**src/logic/ijr_pkg.sv**
```systemverilog
// Shared constants and types of the JTAG enable and reset control block
`default_nettype none
package ijr_pkg;

	// Register offsets from the I/O block base
	localparam logic [7:0] JTAG_PIN_ENABLE_OFS  = 8'hc7;
	localparam logic [7:0] POWER_MODE_A_OFS     = 8'hb0;
	localparam logic [7:0] POWER_MODE_B_OFS     = 8'hb4;
	localparam logic [7:0] MEMORY_MAP_OFS       = 8'he2;

	// Field positions
	localparam int JEN_BIT          = 0;
	localparam int PMA_APD_BIT      = 1;
	localparam int PMA_ALE_POL_BIT  = 2;
	localparam int PMB_GATE_LO      = 2;
	localparam int PMB_GATE_HI      = 6;
	localparam int VM_DATA_CODE_BIT = 0;
	localparam int VM_PERIPH_BIT    = 7;

	// Reset values
	localparam logic [7:0] POWER_MODE_RESET = 8'h00;
	localparam logic [7:0] JTAG_EN_RESET    = 8'h00;

	// Port C pin slots
	localparam int PIN_MODE   = 0;
	localparam int PIN_CLOCK  = 1;
	localparam int PIN_STATUS = 2;
	localparam int PIN_ERROR  = 3;
	localparam int PIN_DIN    = 4;
	localparam int PIN_DOUT   = 5;

	// Configuration command codes, all values arbitrary
	localparam logic [7:0] CMD_CFG_ENABLE        = 8'h0c;
	localparam logic [7:0] CMD_CFG_ENABLE_EXT    = 8'h0d;
	localparam logic [7:0] CMD_CFG_ENABLE_EXT_OD = 8'h0e;
	localparam logic [7:0] CMD_CFG_CLEAR         = 8'h0f;
	localparam logic [7:0] CMD_CFG_DISABLE       = 8'h0a;
	localparam logic [7:0] CMD_BYPASS            = 8'hff;
	localparam logic [7:0] IR_CAPTURE            = 8'h01;

	// Timing
	localparam int CLK_PERIOD_NS      = 10;
	localparam int CFG_LOAD_TIME_NS   = 100;
	localparam int OPR_TIME_NS        = 200;
	localparam int ABORT_TIME_NS      = 250;
	localparam logic [7:0] CFG_LOAD_CYC =
		8'((CFG_LOAD_TIME_NS + CLK_PERIOD_NS - 1) / CLK_PERIOD_NS);
	localparam logic [7:0] OPR_CYC =
		8'((OPR_TIME_NS + CLK_PERIOD_NS - 1) / CLK_PERIOD_NS);
	localparam logic [7:0] ABORT_CYC = 8'(ABORT_TIME_NS / CLK_PERIOD_NS);
	localparam logic [3:0] APD_CLOCKS = 4'hf;

	typedef enum logic [1:0] {
		PH_LOAD    = 2'b00,
		PH_RECOVER = 2'b01,
		PH_RUN     = 2'b10,
		PH_WARM    = 2'b11
	} ijr_phase_t;

	typedef enum logic [1:0] {
		FL_READ  = 2'b00,
		FL_BUSY  = 2'b01,
		FL_ABORT = 2'b10
	} ijr_flash_t;

	typedef enum logic [3:0] {
		TAP_RESET   = 4'b0000, TAP_IDLE    = 4'b0001,
		TAP_SEL_DR  = 4'b0010, TAP_CAP_DR  = 4'b0011,
		TAP_SH_DR   = 4'b0100, TAP_EX1_DR  = 4'b0101,
		TAP_PAU_DR  = 4'b0110, TAP_EX2_DR  = 4'b0111,
		TAP_UPD_DR  = 4'b1000, TAP_SEL_IR  = 4'b1001,
		TAP_CAP_IR  = 4'b1010, TAP_SH_IR   = 4'b1011,
		TAP_EX1_IR  = 4'b1100, TAP_PAU_IR  = 4'b1101,
		TAP_EX2_IR  = 4'b1110, TAP_UPD_IR  = 4'b1111
	} ijr_tap_t;

endpackage : ijr_pkg
`default_nettype wire

```
**src/logic/ijr_ctrl.sv**
```systemverilog
// JTAG pin enable, reset sequencing and power gating control
`timescale 1ns/10ps
`default_nettype none

// Behaviour
// - Power-mode-B bits 2..6 set to 1 cut control inputs from the array.
// - Auto power-down counts steady strobe at polarity; power-down after 15.
// - Power-up reset loads configuration, clears registers, flash operating.
// - After reset release wait recovery time before first memory access.
// - Flash state machine starts in read mode.
// - Reset aborts program or erase, flash back to read in bounded time.
// - Array outputs valid in warm reset; after config load at power-on.
// - In power-down array outputs follow inputs, address inputs blocked.
// - Macrocells cleared at power-on; own equations in warm reset, sleep.
// - Mapping register loaded from config on resets, two bits forced zero.
// - JTAG enable is OR of config bit, register bit, product term.
// - Enabled pins are inputs; data-out drives only after enable command.
// - Without JTAG enable the four pins are general-purpose I/O.
// - Run-time enable bit at offset C7h; reset or software clears it.
// - Reset spares JTAG if config-dedicated, else blocks and aborts it.
// - Blank device enables the four JTAG pins by default.
// - Status and error pins enabled only by the enable command.
// - Error pin low on failure until clear, or reset after disable.
// - Status pin high in read mode, low when busy or secondary write.
// - Enable command may pick open-drain drive for status and error.
// - Only configuration commands; no boundary-scan instructions.
// - Counter uses address strobe alone, not gated with write strobe or byte enable.
// - Both power-mode registers cleared at power-up only.
// - Enable register bit 0 holds run-time enable; others read zero.
module ijr_ctrl (
	input  wire logic        clk,
	input  wire logic        reset,
	input  wire logic        clk_en,
	input  wire logic        warm_reset_n,
	input  wire logic        cfg_jtag_dedicated,
	input  wire logic        cfg_blank,
	input  wire logic [7:0]  cfg_memory_map,
	input  wire logic        jtag_select_term,
	input  wire logic        io_select,
	input  wire logic [7:0]  bus_addr,
	input  wire logic        bus_wr,
	input  wire logic        bus_rd,
	input  wire logic [7:0]  bus_wdata,
	output logic      [7:0]  bus_rdata,
	input  wire logic        write_strobe_input,
	input  wire logic        bus_control_input_1,
	input  wire logic        bus_control_input_2,
	input  wire logic        address_latch_strobe,
	input  wire logic        data_byte_enable,
	input  wire logic        pld_input_clock,
	input  wire logic [15:0] addr_in,
	output logic      [4:0]  pld_ctrl,
	output logic      [15:0] pld_addr,
	output logic             pld_outputs_valid,
	output logic             mcell_clear,
	output logic             mcell_equation_reset,
	output logic             power_down_request,
	output logic             access_ready,
	output logic             flash_operating,
	output logic             mcu_io_input_mode,
	output logic             ports_tristate,
	output logic      [7:0]  memory_mapping_register,
	input  wire logic        flash_start,
	input  wire logic        flash_done,
	input  wire logic        flash_fail,
	input  wire logic        secondary_write,
	output logic             flash_read_mode,
	output logic             flash_abort,
	input  wire logic [5:0]  gpio_out,
	input  wire logic [5:0]  gpio_oe,
	output logic      [5:0]  gpio_in,
	input  wire logic [5:0]  pin_in,
	output logic      [5:0]  pin_out,
	output logic      [5:0]  pin_oe,
	output logic             jtag_on
);
	typedef struct packed {
		logic [5:0]           pin_s1;
		logic [5:0]           pin_s2;
		logic                 tck_q;
		logic [4:0]           ctl_s1;
		logic [4:0]           ctl_s2;
		logic [15:0]          adr_s1;
		logic [15:0]          adr_s2;
		logic                 ck_s1;
		logic                 ck_s2;
		logic                 ck_q;
		logic                 wr_s1;
		logic                 wr_s2;
		ijr_pkg::ijr_phase_t  ph;
		logic [7:0]           cnt;
		logic [7:0]           pma;
		logic [7:0]           pmb;
		logic                 jen;
		logic [7:0]           vm;
		logic [7:0]           rdata;
		ijr_pkg::ijr_flash_t  fl;
		logic [7:0]           fcnt;
		logic                 fabort;
		logic                 err;
		logic                 dis_seen;
		logic                 chan;
		logic                 ext;
		logic                 od;
		logic                 on;
		logic [5:0]           pout;
		logic [5:0]           poe;
		logic [5:0]           gin;
		logic [4:0]           pctl;
		logic [15:0]          padr;
		logic                 loaded;
	} ijr_ctrl_state_t;

	ijr_ctrl_state_t r;
	ijr_ctrl_state_t next_r;
	logic [7:0]      tap_ir;
	logic            tap_upd;
	logic            tap_tdo;
	logic            apd_pd;
	logic            in_reset;
	logic            tap_hold;

	// Open-drain slots float high, so only the low level is driven
	function automatic logic [1:0] ext_drive(logic level, logic od);
		ext_drive = od ? {1'b0, ~level} : {level, 1'b1};
	endfunction : ext_drive

	////////////////////////////////////////////////////////////////////////
	assign in_reset = r.ph != ijr_pkg::PH_RUN;
	// Dedicated pins keep scanning through any reset
	assign tap_hold = !r.on || (in_reset && !cfg_jtag_dedicated);

	ijr_tap u_tap (
		.clk       (clk),
		.reset     (reset),
		.clk_en    (clk_en),
		.tck_rise  (r.pin_s2[ijr_pkg::PIN_CLOCK] && !r.tck_q),
		.tck_fall  (!r.pin_s2[ijr_pkg::PIN_CLOCK] && r.tck_q),
		.tms       (r.pin_s2[ijr_pkg::PIN_MODE]),
		.tdi       (r.pin_s2[ijr_pkg::PIN_DIN]),
		.hold_reset(tap_hold),
		.ir        (tap_ir),
		.update_ir (tap_upd),
		.tdo       (tap_tdo)
	);

	ijr_apd u_apd (
		.clk       (clk),
		.reset     (reset),
		.clk_en    (clk_en),
		.pld_input_clock_rise(r.ck_s2 && !r.ck_q),
		.strobe    (r.ctl_s2[3]),
		.enable    (r.pma[ijr_pkg::PMA_APD_BIT]),
		.polarity  (r.pma[ijr_pkg::PMA_ALE_POL_BIT]),
		.power_down(apd_pd)
	);

	////////////////////////////////////////////////////////////////////////
	always_comb
	begin
		logic [1:0] drv;
		drv = 2'b00;
		next_r = r;
		next_r.pin_s1 = pin_in;
		next_r.pin_s2 = r.pin_s1;
		next_r.tck_q = r.pin_s2[ijr_pkg::PIN_CLOCK];
		next_r.ctl_s1 = {data_byte_enable, address_latch_strobe,
			bus_control_input_2, bus_control_input_1, write_strobe_input};
		next_r.ctl_s2 = r.ctl_s1;
		next_r.adr_s1 = addr_in;
		next_r.adr_s2 = r.adr_s1;
		next_r.ck_s1 = pld_input_clock;
		next_r.ck_s2 = r.ck_s1;
		next_r.ck_q = r.ck_s2;
		next_r.wr_s1 = warm_reset_n;
		next_r.wr_s2 = r.wr_s1;
		next_r.fabort = 1'b0;

		// Reset sequencing
		case (r.ph)
			ijr_pkg::PH_LOAD:
			begin
				next_r.cnt = r.cnt + 8'h01;
				if (r.cnt + 8'h01 >= ijr_pkg::CFG_LOAD_CYC)
				begin
					next_r.loaded = 1'b1;
					next_r.ph = ijr_pkg::PH_RECOVER;
					next_r.cnt = 8'h00;
				end
			end
			ijr_pkg::PH_RECOVER:
			begin
				next_r.cnt = r.cnt + 8'h01;
				if (!r.wr_s2)
					next_r.ph = ijr_pkg::PH_WARM;
				else if (r.cnt + 8'h01 >= ijr_pkg::OPR_CYC)
					next_r.ph = ijr_pkg::PH_RUN;
			end
			ijr_pkg::PH_RUN:
				if (!r.wr_s2)
					next_r.ph = ijr_pkg::PH_WARM;
			ijr_pkg::PH_WARM:
			begin
				next_r.cnt = 8'h00;
				if (r.wr_s2)
					next_r.ph = ijr_pkg::PH_RECOVER;
			end
			default: next_r.ph = ijr_pkg::PH_LOAD;
		endcase

		// Register side effects of reset; power modes survive warm reset
		if (r.ph == ijr_pkg::PH_LOAD || r.ph == ijr_pkg::PH_WARM)
		begin
			next_r.jen = 1'b0;
			next_r.vm = cfg_memory_map;
			next_r.vm[ijr_pkg::VM_DATA_CODE_BIT] = 1'b0;
			next_r.vm[ijr_pkg::VM_PERIPH_BIT] = 1'b0;
		end

		// Register access, refused until recovery has run out
		next_r.rdata = 8'h00;
		if (io_select && !in_reset && bus_wr)
			case (bus_addr)
				ijr_pkg::JTAG_PIN_ENABLE_OFS:
					next_r.jen = bus_wdata[ijr_pkg::JEN_BIT];
				ijr_pkg::POWER_MODE_A_OFS:    next_r.pma = bus_wdata;
				ijr_pkg::POWER_MODE_B_OFS:    next_r.pmb = bus_wdata;
				ijr_pkg::MEMORY_MAP_OFS:      next_r.vm = bus_wdata;
				default:                      next_r.rdata = 8'h00;
			endcase
		if (io_select && !in_reset && bus_rd)
			case (bus_addr)
				ijr_pkg::JTAG_PIN_ENABLE_OFS:
					next_r.rdata = {7'h00, r.jen};
				ijr_pkg::POWER_MODE_A_OFS:    next_r.rdata = r.pma;
				ijr_pkg::POWER_MODE_B_OFS:    next_r.rdata = r.pmb;
				ijr_pkg::MEMORY_MAP_OFS:      next_r.rdata = r.vm;
				default:                      next_r.rdata = 8'h00;
			endcase

		// Flash state machine
		case (r.fl)
			ijr_pkg::FL_READ:
				if (flash_start && !in_reset)
					next_r.fl = ijr_pkg::FL_BUSY;
			ijr_pkg::FL_BUSY:
				if (in_reset)
				begin
					next_r.fl = ijr_pkg::FL_ABORT;
					next_r.fabort = 1'b1;
					next_r.fcnt = 8'h00;
				end
				else if (flash_done || flash_fail)
					next_r.fl = ijr_pkg::FL_READ;
			ijr_pkg::FL_ABORT:
			begin
				next_r.fcnt = r.fcnt + 8'h01;
				if (r.fcnt + 8'h01 >= ijr_pkg::ABORT_CYC)
					next_r.fl = ijr_pkg::FL_READ;
			end
			default: next_r.fl = ijr_pkg::FL_READ;
		endcase

		// Configuration commands
		if (tap_upd)
			case (tap_ir)
				ijr_pkg::CMD_CFG_ENABLE:
				begin
					next_r.chan = 1'b1;
					next_r.ext = 1'b0;
					next_r.dis_seen = 1'b0;
				end
				ijr_pkg::CMD_CFG_ENABLE_EXT, ijr_pkg::CMD_CFG_ENABLE_EXT_OD:
				begin
					next_r.chan = 1'b1;
					next_r.ext = 1'b1;
					next_r.od = tap_ir == ijr_pkg::CMD_CFG_ENABLE_EXT_OD;
					next_r.dis_seen = 1'b0;
				end
				ijr_pkg::CMD_CFG_CLEAR:   next_r.err = 1'b0;
				ijr_pkg::CMD_CFG_DISABLE:
				begin
					next_r.chan = 1'b0;
					next_r.ext = 1'b0;
					next_r.dis_seen = 1'b1;
				end
				default: next_r.chan = r.chan;
			endcase
		if (tap_hold)
		begin
			next_r.chan = 1'b0;
			next_r.ext = 1'b0;
		end
		if (r.dis_seen && r.ph == ijr_pkg::PH_WARM)
			next_r.err = 1'b0;
		if (flash_fail && r.fl == ijr_pkg::FL_BUSY)
			next_r.err = 1'b1;

		// Pin multiplexing
		next_r.on = cfg_jtag_dedicated | cfg_blank | r.jen
			| jtag_select_term;
		next_r.pout = gpio_out;
		next_r.poe = gpio_oe;
		if (r.on)
		begin
			next_r.poe[ijr_pkg::PIN_MODE] = 1'b0;
			next_r.poe[ijr_pkg::PIN_CLOCK] = 1'b0;
			next_r.poe[ijr_pkg::PIN_DIN] = 1'b0;
			next_r.poe[ijr_pkg::PIN_DOUT] = r.chan;
			next_r.pout[ijr_pkg::PIN_DOUT] = tap_tdo;
			if (r.ext)
			begin
				drv = ext_drive(r.fl == ijr_pkg::FL_READ && !secondary_write,
					r.od);
				next_r.pout[ijr_pkg::PIN_STATUS] = drv[1];
				next_r.poe[ijr_pkg::PIN_STATUS] = drv[0];
				drv = ext_drive(!r.err, r.od);
				next_r.pout[ijr_pkg::PIN_ERROR] = drv[1];
				next_r.poe[ijr_pkg::PIN_ERROR] = drv[0];
			end
		end
		next_r.gin = r.pin_s2;

		// Array inputs: gated controls, address blocked while asleep
		next_r.pctl = r.ctl_s2 & ~r.pmb[ijr_pkg::PMB_GATE_HI:
			ijr_pkg::PMB_GATE_LO];
		next_r.padr = apd_pd ? 16'h0000 : r.adr_s2;
	end

	always_ff @(posedge clk or posedge reset)
	begin
		if (reset)
		begin
			r <= '0;
			r.ph <= ijr_pkg::PH_LOAD;
			r.pma <= ijr_pkg::POWER_MODE_RESET;
			r.pmb <= ijr_pkg::POWER_MODE_RESET;
			r.jen <= ijr_pkg::JTAG_EN_RESET[0];
			r.fl <= ijr_pkg::FL_READ;
			r.wr_s1 <= 1'b1;
			r.wr_s2 <= 1'b1;
		end
		else if (clk_en)
			r <= next_r;
	end

	////////////////////////////////////////////////////////////////////////
	assign bus_rdata               = r.rdata;
	assign pld_ctrl                = r.pctl;
	assign pld_addr                = r.padr;
	assign pld_outputs_valid       = r.loaded;
	assign mcell_clear             = r.ph == ijr_pkg::PH_LOAD;
	assign mcell_equation_reset    = apd_pd || r.ph == ijr_pkg::PH_WARM;
	assign power_down_request      = apd_pd;
	assign access_ready            = r.ph == ijr_pkg::PH_RUN;
	assign flash_operating         = r.loaded;
	assign mcu_io_input_mode       = in_reset;
	assign ports_tristate          = in_reset || apd_pd;
	assign memory_mapping_register = r.vm;
	assign flash_read_mode         = r.fl == ijr_pkg::FL_READ;
	assign flash_abort             = r.fabort;
	assign gpio_in                 = r.gin;
	assign pin_out                 = r.pout;
	assign pin_oe                  = r.poe;
	assign jtag_on                 = r.on;
endmodule : ijr_ctrl
`default_nettype wire

```
**src/logic/ijr_tap.sv**
```systemverilog
// Configuration-only test access port driven by sampled clock edges
`timescale 1ns/10ps
`default_nettype none
module ijr_tap (
	input  wire logic       clk,
	input  wire logic       reset,
	input  wire logic       clk_en,
	input  wire logic       tck_rise,
	input  wire logic       tck_fall,
	input  wire logic       tms,
	input  wire logic       tdi,
	input  wire logic       hold_reset,
	output logic      [7:0] ir,
	output logic            update_ir,
	output logic            tdo
);
	typedef struct packed {
		ijr_pkg::ijr_tap_t st;
		logic [7:0]        ir_sh;
		logic [7:0]        ir;
		logic              byp;
		logic              upd;
		logic              tdo;
	} ijr_tap_state_t;

	ijr_tap_state_t r;
	ijr_tap_state_t next_r;

	function automatic ijr_pkg::ijr_tap_t step(ijr_pkg::ijr_tap_t s,
		logic m);
		case (s)
			ijr_pkg::TAP_RESET:  step = m ? ijr_pkg::TAP_RESET
				: ijr_pkg::TAP_IDLE;
			ijr_pkg::TAP_IDLE:   step = m ? ijr_pkg::TAP_SEL_DR
				: ijr_pkg::TAP_IDLE;
			ijr_pkg::TAP_SEL_DR: step = m ? ijr_pkg::TAP_SEL_IR
				: ijr_pkg::TAP_CAP_DR;
			ijr_pkg::TAP_CAP_DR, ijr_pkg::TAP_SH_DR:
				step = m ? ijr_pkg::TAP_EX1_DR : ijr_pkg::TAP_SH_DR;
			ijr_pkg::TAP_EX1_DR: step = m ? ijr_pkg::TAP_UPD_DR
				: ijr_pkg::TAP_PAU_DR;
			ijr_pkg::TAP_PAU_DR: step = m ? ijr_pkg::TAP_EX2_DR
				: ijr_pkg::TAP_PAU_DR;
			ijr_pkg::TAP_EX2_DR: step = m ? ijr_pkg::TAP_UPD_DR
				: ijr_pkg::TAP_SH_DR;
			ijr_pkg::TAP_SEL_IR: step = m ? ijr_pkg::TAP_RESET
				: ijr_pkg::TAP_CAP_IR;
			ijr_pkg::TAP_CAP_IR, ijr_pkg::TAP_SH_IR:
				step = m ? ijr_pkg::TAP_EX1_IR : ijr_pkg::TAP_SH_IR;
			ijr_pkg::TAP_EX1_IR: step = m ? ijr_pkg::TAP_UPD_IR
				: ijr_pkg::TAP_PAU_IR;
			ijr_pkg::TAP_PAU_IR: step = m ? ijr_pkg::TAP_EX2_IR
				: ijr_pkg::TAP_PAU_IR;
			ijr_pkg::TAP_EX2_IR: step = m ? ijr_pkg::TAP_UPD_IR
				: ijr_pkg::TAP_SH_IR;
			default:             step = m ? ijr_pkg::TAP_SEL_DR
				: ijr_pkg::TAP_IDLE;
		endcase
	endfunction : step

	always_comb
	begin
		next_r = r;
		next_r.upd = 1'b0;
		if (hold_reset)
		begin
			next_r.st = ijr_pkg::TAP_RESET;
			next_r.ir = ijr_pkg::CMD_BYPASS;
		end
		else if (tck_rise)
		begin
			next_r.st = step(r.st, tms);
			case (r.st)
				ijr_pkg::TAP_RESET:  next_r.ir = ijr_pkg::CMD_BYPASS;
				ijr_pkg::TAP_CAP_IR: next_r.ir_sh = ijr_pkg::IR_CAPTURE;
				ijr_pkg::TAP_SH_IR:  next_r.ir_sh = {tdi, r.ir_sh[7:1]};
				ijr_pkg::TAP_CAP_DR: next_r.byp = 1'b0;
				// Scan chains absent: every data scan goes through bypass
				ijr_pkg::TAP_SH_DR:  next_r.byp = tdi;
				ijr_pkg::TAP_UPD_IR:
				begin
					next_r.ir = r.ir_sh;
					next_r.upd = 1'b1;
				end
				default: next_r.byp = r.byp;
			endcase
		end
		else if (tck_fall)
			next_r.tdo = (r.st == ijr_pkg::TAP_SH_IR) ? r.ir_sh[0] : r.byp;
	end

	always_ff @(posedge clk or posedge reset)
	begin
		if (reset)
			r <= '{st: ijr_pkg::TAP_RESET, ir_sh: 8'h00,
				ir: ijr_pkg::CMD_BYPASS, byp: 1'b0, upd: 1'b0, tdo: 1'b0};
		else if (clk_en)
			r <= next_r;
	end

	assign ir        = r.ir;
	assign update_ir = r.upd;
	assign tdo       = r.tdo;
endmodule : ijr_tap
`default_nettype wire

```
**src/logic/ijr_apd.sv**
```systemverilog
// Automatic power-down counter on sampled input-clock edges
`timescale 1ns/10ps
`default_nettype none
module ijr_apd (
	input  wire logic clk,
	input  wire logic reset,
	input  wire logic clk_en,
	input  wire logic pld_input_clock_rise,
	input  wire logic strobe,
	input  wire logic enable,
	input  wire logic polarity,
	output logic      power_down
);
	typedef struct packed {
		logic [3:0] cnt;
		logic       strobe_q;
		logic       pd;
	} ijr_apd_state_t;

	ijr_apd_state_t r;
	ijr_apd_state_t next_r;

	always_comb
	begin
		next_r = r;
		next_r.strobe_q = strobe;
		// A strobe edge means bus activity, so counting restarts
		if (!enable || strobe != polarity || strobe != r.strobe_q)
		begin
			next_r.cnt = 4'h0;
			next_r.pd = 1'b0;
		end
		else if (pld_input_clock_rise && r.cnt != ijr_pkg::APD_CLOCKS)
		begin
			next_r.cnt = r.cnt + 4'h1;
			next_r.pd = (r.cnt + 4'h1) == ijr_pkg::APD_CLOCKS;
		end
	end

	always_ff @(posedge clk or posedge reset)
	begin
		if (reset)
			r <= '{cnt: 4'h0, strobe_q: 1'b0, pd: 1'b0};
		else if (clk_en)
			r <= next_r;
	end

	assign power_down = r.pd;
endmodule : ijr_apd
`default_nettype wire

```
**config.mk**
```make
export PLATFORM = sky130hd
export DESIGN_NAME = ijr_ctrl
export DESIGN_NICKNAME = d
export VERILOG_FILES = /design/src/logic/ijr_pkg.sv /design/src/logic/ijr_ctrl.sv /design/src/logic/ijr_tap.sv /design/src/logic/ijr_apd.sv
export SDC_FILE = /design/constraint.sdc
export NUM_CORES = 1
export LEC_CHECK = 0
export ABC_AREA = 0
export BUFFER_PORTS_ARGS = -buffer_cell sky130_fd_sc_hd__buf_2
export CORE_ASPECT_RATIO = 0.6
export CORE_UTILIZATION = 61
export CTS_CLUSTER_SIZE = 28
export DETAILED_ROUTE_END_ITERATION = 10
export PLACE_DENSITY = 0.82
export SLEW_MARGIN = 20
export SYNTH_ARGS = -nofsm -noshare
export SYNTH_HDL_FRONTEND = slang
export SYNTH_SLANG_ARGS = --single-unit
```
**constraint.sdc**
```tcl
create_clock -name clk -period 8.8 [get_ports clk]
set_clock_uncertainty 0.05 [all_clocks]
set_input_delay 1.32 -clock clk [delete_from_list [all_inputs] [get_ports clk]]
set_output_delay 1.32 -clock clk [all_outputs]
set_load 0.02 [all_outputs]
```
==> results.yml, run 1 <==
status:
  status: "complete, no violations"
die:
  io_pins: 144
  die_y_um: 96.0
  fp.dieW_um: 159
  fp-row-count: 33
  core_area_mm2: 0.0140
  initial_core_util: 0.642
  die_area_mm2: 0.0152
layout:
  drive_gt1_frac: 0.341
  fin_area_mm2: 0.00988
  area_growth_pct: 9.90
  utilization: 0.706
  seq_area_mm2: 0.00472
  fill_cells: 989
  multi_input_area_mm2: 0.00352
  layout.nets: 942
  insertedDiodeCount: 0
worst_setup_path:
  arrival_ps: 3630
  reg2reg_slack_ps: 5800
  worstSetupEndpointType: "register"
  path_class: "primary input to register"
  cpPeakStageDelay_ps: 620
  cp_max_fo: 64
  required_ps: 9050
  start_kind: "primary input"
  r2r-end: "u_tap.r[11]"
  r2r-start: "r[98]"
  crit_slowest_cell: "buf_4"
  cp_common_cell: "buf_4"
  rr_worst_depth: 6
  path_cells: "buf_4 > buf_4 > o211ai_1 > or4_2 > o311ai_0 > o31ai_1"
routing:
  drc: 0
  wl_per_cell_um: 18.6
  routed_wl_um: 19700
  antenna_left: 0
  vias: 6447
  first_pass_iters: 5
  drtIter0Drc: 545
  vias_per_cell: 6.09
timing:
  finalWorstSetupSlack_ps: 5420
  finalCritPeriodShare: 0.384
  setup-tns-final_ps: 0
  slew_headroom: 0.373
  hold_viol: 0
  setup_viol: 0
  fmax_mhz: 296
  rsz0062_at_grt: "false"
  worstMarginPinSlew_ps: 930
  finalMaxSlewViolations: 0
  timing.hold.ws_ps: 426
  min_period_ps: 3380
synthesis:
  syn_area_per_cell_um2: 11.4
  synth_warnings: 0
  synth_top_area_frac: 0.495
  syn-cell-area_mm2: 0.00899
  syn-num-nets: 880
  ys_seq_area_frac: 0.525
  synthTopCellsByCount: "dfrtp_1 (178), mux2_2 (93), buf_4 (58), nand2_1 (50), nor2_1 (46)"
  syn_inst: 792
  synth_ff_type: "dfrtp_1"
  async_reset_ff_frac: 1.00
  ys_top_cells_by_area: "dfrtp_1 (50%), mux2_2 (12%), buf_4 (4.8%), dfstp_2 (2.9%), o21ai_0 (2.3%)"
  yosys.cell_count.top_type: "dfrtp_1"
  synth_cell_type_count: 76
  postSynthRegisterBits: 188
  synth_top_area_cell: "dfrtp_1"
  synth_edf_count: 0
pwr:
  powerDensity_mw_per_mm2: 241
  irDropWorstVdd_v: 0.000134
  pwr-share-clk: 0.304
  power.leakage_uw: 0.00449
  internal_power_uw: 1590
  swShare: 0.331
  p_seq_frac: 0.470
  p_sw_uw: 786
  p_comb_frac: 0.226
grt:
  grt_max_degree: 108
  grt_overflow_total: 0
  grt_pass1_vias: 6312
  antenna_found_initial: 0
  grt_pass1_wl_um: 32300
  grt_usage: 0.273
worst_hold_path:
  whs_endpoint: "pld_ctrl[4]"
  holdCritPathClass: "register to register"
  hp-start: "r[80]"
  whs_path_depth: 1
clocking:
  clock-root-buffer: "clkbuf_16"
  cts.clk_slew.worst_paths_ps: 70
  cts_setup_buffers: 0
  tritoncts: "built"
  clk_latency_ps: 430
  h-tree-depth: 4
  numCtsBuffers: 17
  clock_path_buffers: 2
  cts.sinks: 188
  postCtsHoldBufs: 0
  post_cts_resized: 0
job:
  cap_violations: 0
placed_design:
  place_ws_ps: 4970
  placed_area_mm2: 0.00932
  gp_congestion: 0.915
  dp_hpwl_um: 13400
  portBuffers: 141
[through the flow]
step | cells | total power (µW)
detailed placement | 1027 | 1660
global route | 1058 | 2490
finish | 1058 | 2380
CTS | 1058 | 2390
global placement | 1027 | 1620
floorplan | 792 | 1550
[power by group through the flow]
stage	sequential, µW	clock (µW)	combinational (µW)
floorplan	1080	0	471
global placement	1110	0	507
detailed placement	1130	0	532
CTS	1110	735	538
global route	1130	765	590
finish	1120	722	538
[how the worst max path moves through the flow]
stage / to / startpoint / cells past startpoint
2_1_floorplan: bus_rdata[0] / reset / 1
3_5_place_dp: r[99] / clk_en / 6
5_1_grt: r[99] / clk_en / 6
4_1_cts: r[99] / clk_en / 6
3_3_place_gp: r[99] / clk_en / 6
6_report: r[99] / clk_en / 6
[logic make-up after synthesis]
logic type	share of synthesized area
DFF	0.525
xor gates and xnor gates	0.00877
AOI/OAI and AO/OA	0.144
and+or+nand+nor	0.102
adders and majority gates	0.0139
buffers and inverters	0.0832
muxes	0.123
[state kept, by name, summed over array words and instances, names as in the netlist, 5 cells and up]
| register | flops |
|---|---|
| u_tap.r | 13 |
| bus_rdata | 8 |
| pin_out | 6 |
| pld_addr | 16 |
| pld_ctrl | 5 |
| gpio_in | 6 |
| r | 65 |
| next_r | 36 |
| pin_oe | 6 |
| memory_mapping_register | 8 |
| u_tap.ir | 8 |
| u_apd.r | 5 |
[cells in the final DEF (no fill, tap or decap), types with 5 or more instances in the layout]
cell type / n
nand3_1: 14
a31oi_1: 13
nor4_1: 5
o21ai_0: 41
o2bb2ai_1: 22
mux2i_1: 6
and4_1: 5
inv_1: 26
nor2b_1: 8
dfstp_2: 10
nand2_1: 50
o31ai_1: 7
nand4_1: 7
a22o_1: 20
nand2b_1: 5
clkbuf_16: 17
nor3_1: 12
a21oi_1: 20
inv_6: 7
mux2_2: 93
ha_1: 10
dfrtp_1: 178
xnor2_1: 5
nor2_1: 46
a222oi_1: 8
buf_2: 140
[metal layers]
metal,GRT usage,vias up,part of all wire
li1,-,2935,-
met1,0.378,3245,0.46
met2,0.439,239,0.48
met3,0.0504,28,0.051
met4,0.0947,0,0.013
met5,0,-,0
[cell type report]
class	count	share of cell area
tap	192	0.0243
sequential	188	0.477
clock buffer	17	0.0431
multi-input combinational	475	0.357
timing repair buffer	144	0.0743
inverter	28	0.0111
clock inverter	14	0.0129
[worst max-delay path, delay by kind of cell]
kind            cells  cell delay (ps)
simple gates        1              590
buf+inv             2             1180
compound gates      3              520
Note: power is estimated with default switching activity, not from simulation.
==> inputs of run 2 (changes only) <==
- CORE_UTILIZATION: 61 -> 51
- PLACE_DENSITY: 0.82 -> 0.73
- clock period: 8.8 -> 2.71 ns (I/O delays scaled with it)
==> results.yml, run 2 (synthesis gave the netlist of run 1 again) <==
grt:
  grtUsageMet2: 0.310
  grt_pass1_wl_um: 31000
  grt_pass1_vias: 6006
  use_met1: 0.318
  grt_overflow_total: 0
  grt_util_met3: 0.0549
  antenna_found_initial: 2
  grt_max_degree: 103
  grt_usage: 0.212
  busiest_layer: "met1"
worst_setup_path:
  rr_worst_depth: 7
  arrival_ps: 2660
  r2r-end: "r[98]"
  worstSetupEndpoint: "r[98]"
  path_class: "register to register"
  crit_path_start: "r[91]"
  worstSetupEndpointType: "register"
  reg2reg_slack_ps: 300
  start_kind: "register"
  cp_max_fo: 7
  r2r-start: "r[91]"
  required_ps: 2960
die:
  die_area_mm2: 0.0182
  core_area_mm2: 0.0172
  initial_core_util: 0.523
  die_y_um: 105
  fp.dieW_um: 173
  io_pins: 144
  fp-row-count: 37
status:
  status: "complete, no violations"
layout:
  area_growth_pct: 12.2
  top_register: "r"
  final_common_cell: "dfrtp_1"
  utilization: 0.587
  final_cell_mix: "dfrtp_1 (178), buf_2 (140), mux2_2 (93)"
  layout.nets: 954
  fill_cells: 1414
  drive_gt1_frac: 0.349
  fin_area_mm2: 0.0101
  largest_register_ff_count: 65
timing:
  finalMaxSlewViolations: 0
  worstMarginPinSlew_ps: 839
  setup_viol: 0
  min_period_ps: 2410
  fmax_mhz: 414
  timing.hold.ws_ps: 157
  slew_headroom: 0.434
  finalWorstSetupSlack_ps: 297
  hold_viol: 0
  rsz0062_at_grt: "false"
  finalCritPeriodShare: 0.890
clocking:
  numCtsBuffers: 17
  h-tree-depth: 4
  post_cts_resized: 0
  tritoncts: "built"
  clk_latency_ps: 420
  clock-root-buffer: "clkbuf_16"
  cts.clk_slew.worst_paths_ps: 70
  clock_path_buffers: 2
  cts.sinks: 188
routing:
  drtIter0Drc: 426
  drc: 0
  vias: 6174
  first_pass_iters: 7
  antenna_left: 0
  routed_wl_um: 18300
  wl_per_cell_um: 16.4
  vias_per_cell: 5.54
worst_hold_path:
  holdCritPathClass: "primary input to register"
  whs_path_depth: 2
pwr:
  powerDensity_mw_per_mm2: 771
  p_total_uw: 7770
  power.leakage_uw: 0.00457
  irDropWorstVdd_v: 0.000436
placed_design:
  place_ws_ps: 307
  portBuffers: 141
  placed_area_mm2: 0.00948
  dp_hpwl_um: 12700
  gp_congestion: 0.847
job:
  cap_violations: 0
-- run 2: worst max-delay path, stage by stage (launching register included) --
cell and delay [ps]:
dfrtp_1 490, inv_1 70, ha_1 320, or3b_2 460, a211o_1 320, a31oi_1 300
o211ai_1 150, o211a_1 140
-- run 2: how the worst min path moves through the flow --
stage | end | from | slack, ps
2_1_floorplan | pld_ctrl[4] | r[80] | 390
3_3_place_gp | bus_rdata[5] | reset | 360
3_5_place_dp | bus_rdata[1] | reset | 360
4_1_cts | pin_out[1] | gpio_out[1] | 140
5_1_grt | pin_out[0] | gpio_out[0] | 140
6_report | pin_oe[1] | gpio_oe[1] | 160
-- run 2: repair_timing --
action,4_1_cts,5_1_grt
hold buffers,1,0
hold endpoints to repair,12,0
setup buffers,0,0
-- run 2: stage by stage --
stage               std cells  TNS (ps)
floorplan                 792    -28270
global placement         1080         0
detailed placement       1080         0
CTS                      1113         0
global route             1113         0
finish                   1114         0
-- run 2: metal layers --
| metal | up-vias | wire length [µm] |
|---|---|---|
| li1 | 2961 | - |
| met1 | 3048 | 9390 |
| met2 | 153 | 7800 |
| met3 | 10 | 1020 |
| met4 | 2 | 81 |
| met5 | - | 13 |
-- run 2: area by class of cell --
class / count / area (µm²) / area share
Timing Repair Buffer: 156 / 848 / 0.0841
Clock buffer: 18 / 439 / 0.0435
Sequential cell: 188 / 4720 / 0.468
Tap cell: 234 / 293 / 0.0290
Antenna cell: 1 / 2.50 / 0.000248
Inverter: 28 / 109 / 0.0108
Multi-Input combinational cell: 475 / 3520 / 0.349
Clock inverter: 14 / 153 / 0.0151
-- run 2: where the power goes --
part / leakage [µW] / internal, µW / switching [µW]
Sequential: 0.00234 / 3240 / 371
Combinational: 0.00195 / 749 / 977
Clock: 0.000283 / 1260 / 1180
Total: 0.00457 / 5240 / 2530
==> inputs of run 3 (changes only) <==
- CORE_UTILIZATION: 51 -> 45
- PLACE_DENSITY: 0.73 -> 0.65
==> results.yml, run 3 (synthesis gave the netlist of run 1 again) <==
clocking:
  post_cts_resized: 0
  h-tree-depth: 4
  clk_latency_ps: 420
  cts_setup_buffers: 0
  numCtsBuffers: 17
  tritoncts: "built"
  cts.clk_slew.worst_paths_ps: 70
  cts.sinks: 188
  clock_path_buffers: 2
  clock-root-buffer: "clkbuf_16"
die:
  fp.dieW_um: 184
  fp-row-count: 39
  io_pins: 144
  initial_core_util: 0.466
  die_y_um: 111
  die_area_mm2: 0.0206
  core_area_mm2: 0.0193
grt:
  grt_max_degree: 73
  antenna_found_initial: 2
  grt_overflow_total: 0
  grt_pass1_vias: 5920
  grt_pass1_wl_um: 31300
  grt_usage: 0.193
timing:
  rsz0062_at_grt: "false"
  slew_headroom: 0.540
  fmax_mhz: 414
  finalMaxSlewViolations: 0
  worstMarginPinSlew_ps: 688
  min_period_ps: 2410
  hold_viol: 0
  finalCritPeriodShare: 0.890
  setup-tns-final_ps: 0
  setup_viol: 0
layout:
  top_register: "r"
  final_common_cell: "dfrtp_1"
  drive_gt1_frac: 0.349
  final_cell_mix: "dfrtp_1 (178), buf_2 (140), mux2_2 (93)"
  fill_cells: 1725
  area_growth_pct: 12.8
  utilization: 0.526
  layout.nets: 958
  largest_register_ff_count: 65
worst_setup_path:
  crit_slowest_cell: "dfrtp_1"
  worstSetupEndpointType: "register"
  path_class: "register to register"
  arrival_ps: 2660
  cpPeakStageDelay_ps: 500
  required_ps: 2960
  cp_max_fo: 7
  reg2reg_slack_ps: 300
  path_cells: "inv_1 > ha_1 > or3b_2 > a211o_1 > a31oi_1 > o211ai_1 > o211a_1"
  start_kind: "register"
routing:
  drc: 0
  antenna_left: 0
  wl_per_cell_um: 16.6
  first_pass_iters: 5
  vias: 6213
  routed_wl_um: 19100
  vias_per_cell: 5.40
  drtIter0Drc: 507
worst_hold_path:
  holdCritPathClass: "primary input to register"
pwr:
  powerDensity_mw_per_mm2: 756
  power.leakage_uw: 0.00458
  irDropWorstVdd_v: 0.000408
placed_design:
  portBuffers: 141
  gp_congestion: 0.836
  dp_hpwl_um: 13500
status:
  status: "complete, no violations"
job:
  cap_violations: 0
-- run 3: changes by cell type in the layout (fill, tap and decap cells not counted) --
cell	change
buf_12	+2
diode_2	+1
inv_8	-2
clkbuf_1	+3
buf_4	+2
clkinv_2	+1
clkbuf_8	+1
clkinv_4	+2
inv_6	-2
clkinv_8	-3
-- run 3: worst max-delay path: cells and delay by family, from the launching register on --
| kind | cells | cell delay (ps) |
|---|---|---|
| flops | 1 | 500 |
| buf+inv | 1 | 70 |
| fa+ha+maj | 1 | 320 |
| simple gates | 1 | 450 |
| compound gates | 4 | 900 |
-- run 3: where the power goes --
| group | leakage (µW) | total [µW] | internal [µW] | switching [µW] |
|---|---|---|---|---|
| combinational | 0.00198 | 1730 | 749 | 984 |
| clock | 0.000264 | 2320 | 1240 | 1080 |
| sequential | 0.00234 | 3610 | 3240 | 373 |
-- run 3: area by class of cell --
| type | count | area, µm² | share of cell area |
|---|---|---|---|
| Multi-Input combinational cell | 475 | 3520 | 0.348 |
| Inverter | 28 | 109 | 0.0107 |
| Clock inverter | 10 | 86.3 | 0.00851 |
| Tap cell | 266 | 333 | 0.0328 |
| Clock buffer | 22 | 464 | 0.0458 |
| Antenna cell | 2 | 5.00 | 0.000493 |
| Sequential cell | 188 | 4720 | 0.465 |
| Timing Repair Buffer | 160 | 903 | 0.0891 |
-- run 3: worst paths after layout --
check                      startpoint           to  cells after the start
setup / recovery                r[91]        r[98]                      7
hold / removal             gpio_oe[1]    pin_oe[1]                      2
setup reg to reg                r[91]        r[98]                      7
hold reg to reg             pin_oe[3]    pin_oe[3]                      2
max in group asynchronous       reset  u_tap.ir[3]                      4
min in group asynchronous       reset       r[102]                      3
-- run 3: timing repair --
item / CTS / global route
endpoints found under the setup margin: 0 / 0
hold buffers: 1 / 0
hold endpoints to repair: 13 / 0
-- run 3: per-layer routing --
| layer | up-vias | wire (µm) | GRT usage |
|---|---|---|---|
| li1 | 2981 | - | - |
| met1 | 3035 | 9790 | 0.300 |
| met2 | 186 | 7720 | 0.257 |
| met3 | 9 | 1480 | 0.0638 |
| met4 | 2 | 120 | 0.0406 |
| met5 | - | 8 | 0 |
-- run 3: per-stage QoR --
| step | cells | total power [µW] | cell area (µm²) | hold WS [ps] | setup slack, ps |
|---|---|---|---|---|---|
| 2_1_floorplan | 792 | 5050 | 8990 | 391 | -159 |
| 3_3_place_gp | 1116 | 5350 | 9580 | 399 | 375 |
| 3_5_place_dp | 1116 | 5390 | 9580 | 401 | 327 |
| 4_1_cts | 1149 | 7750 | 10100 | 133 | 308 |
| 5_1_grt | 1149 | 8110 | 10100 | 146 | 177 |
| 6_report | 1151 | 7670 | 10100 | 152 | 297 |
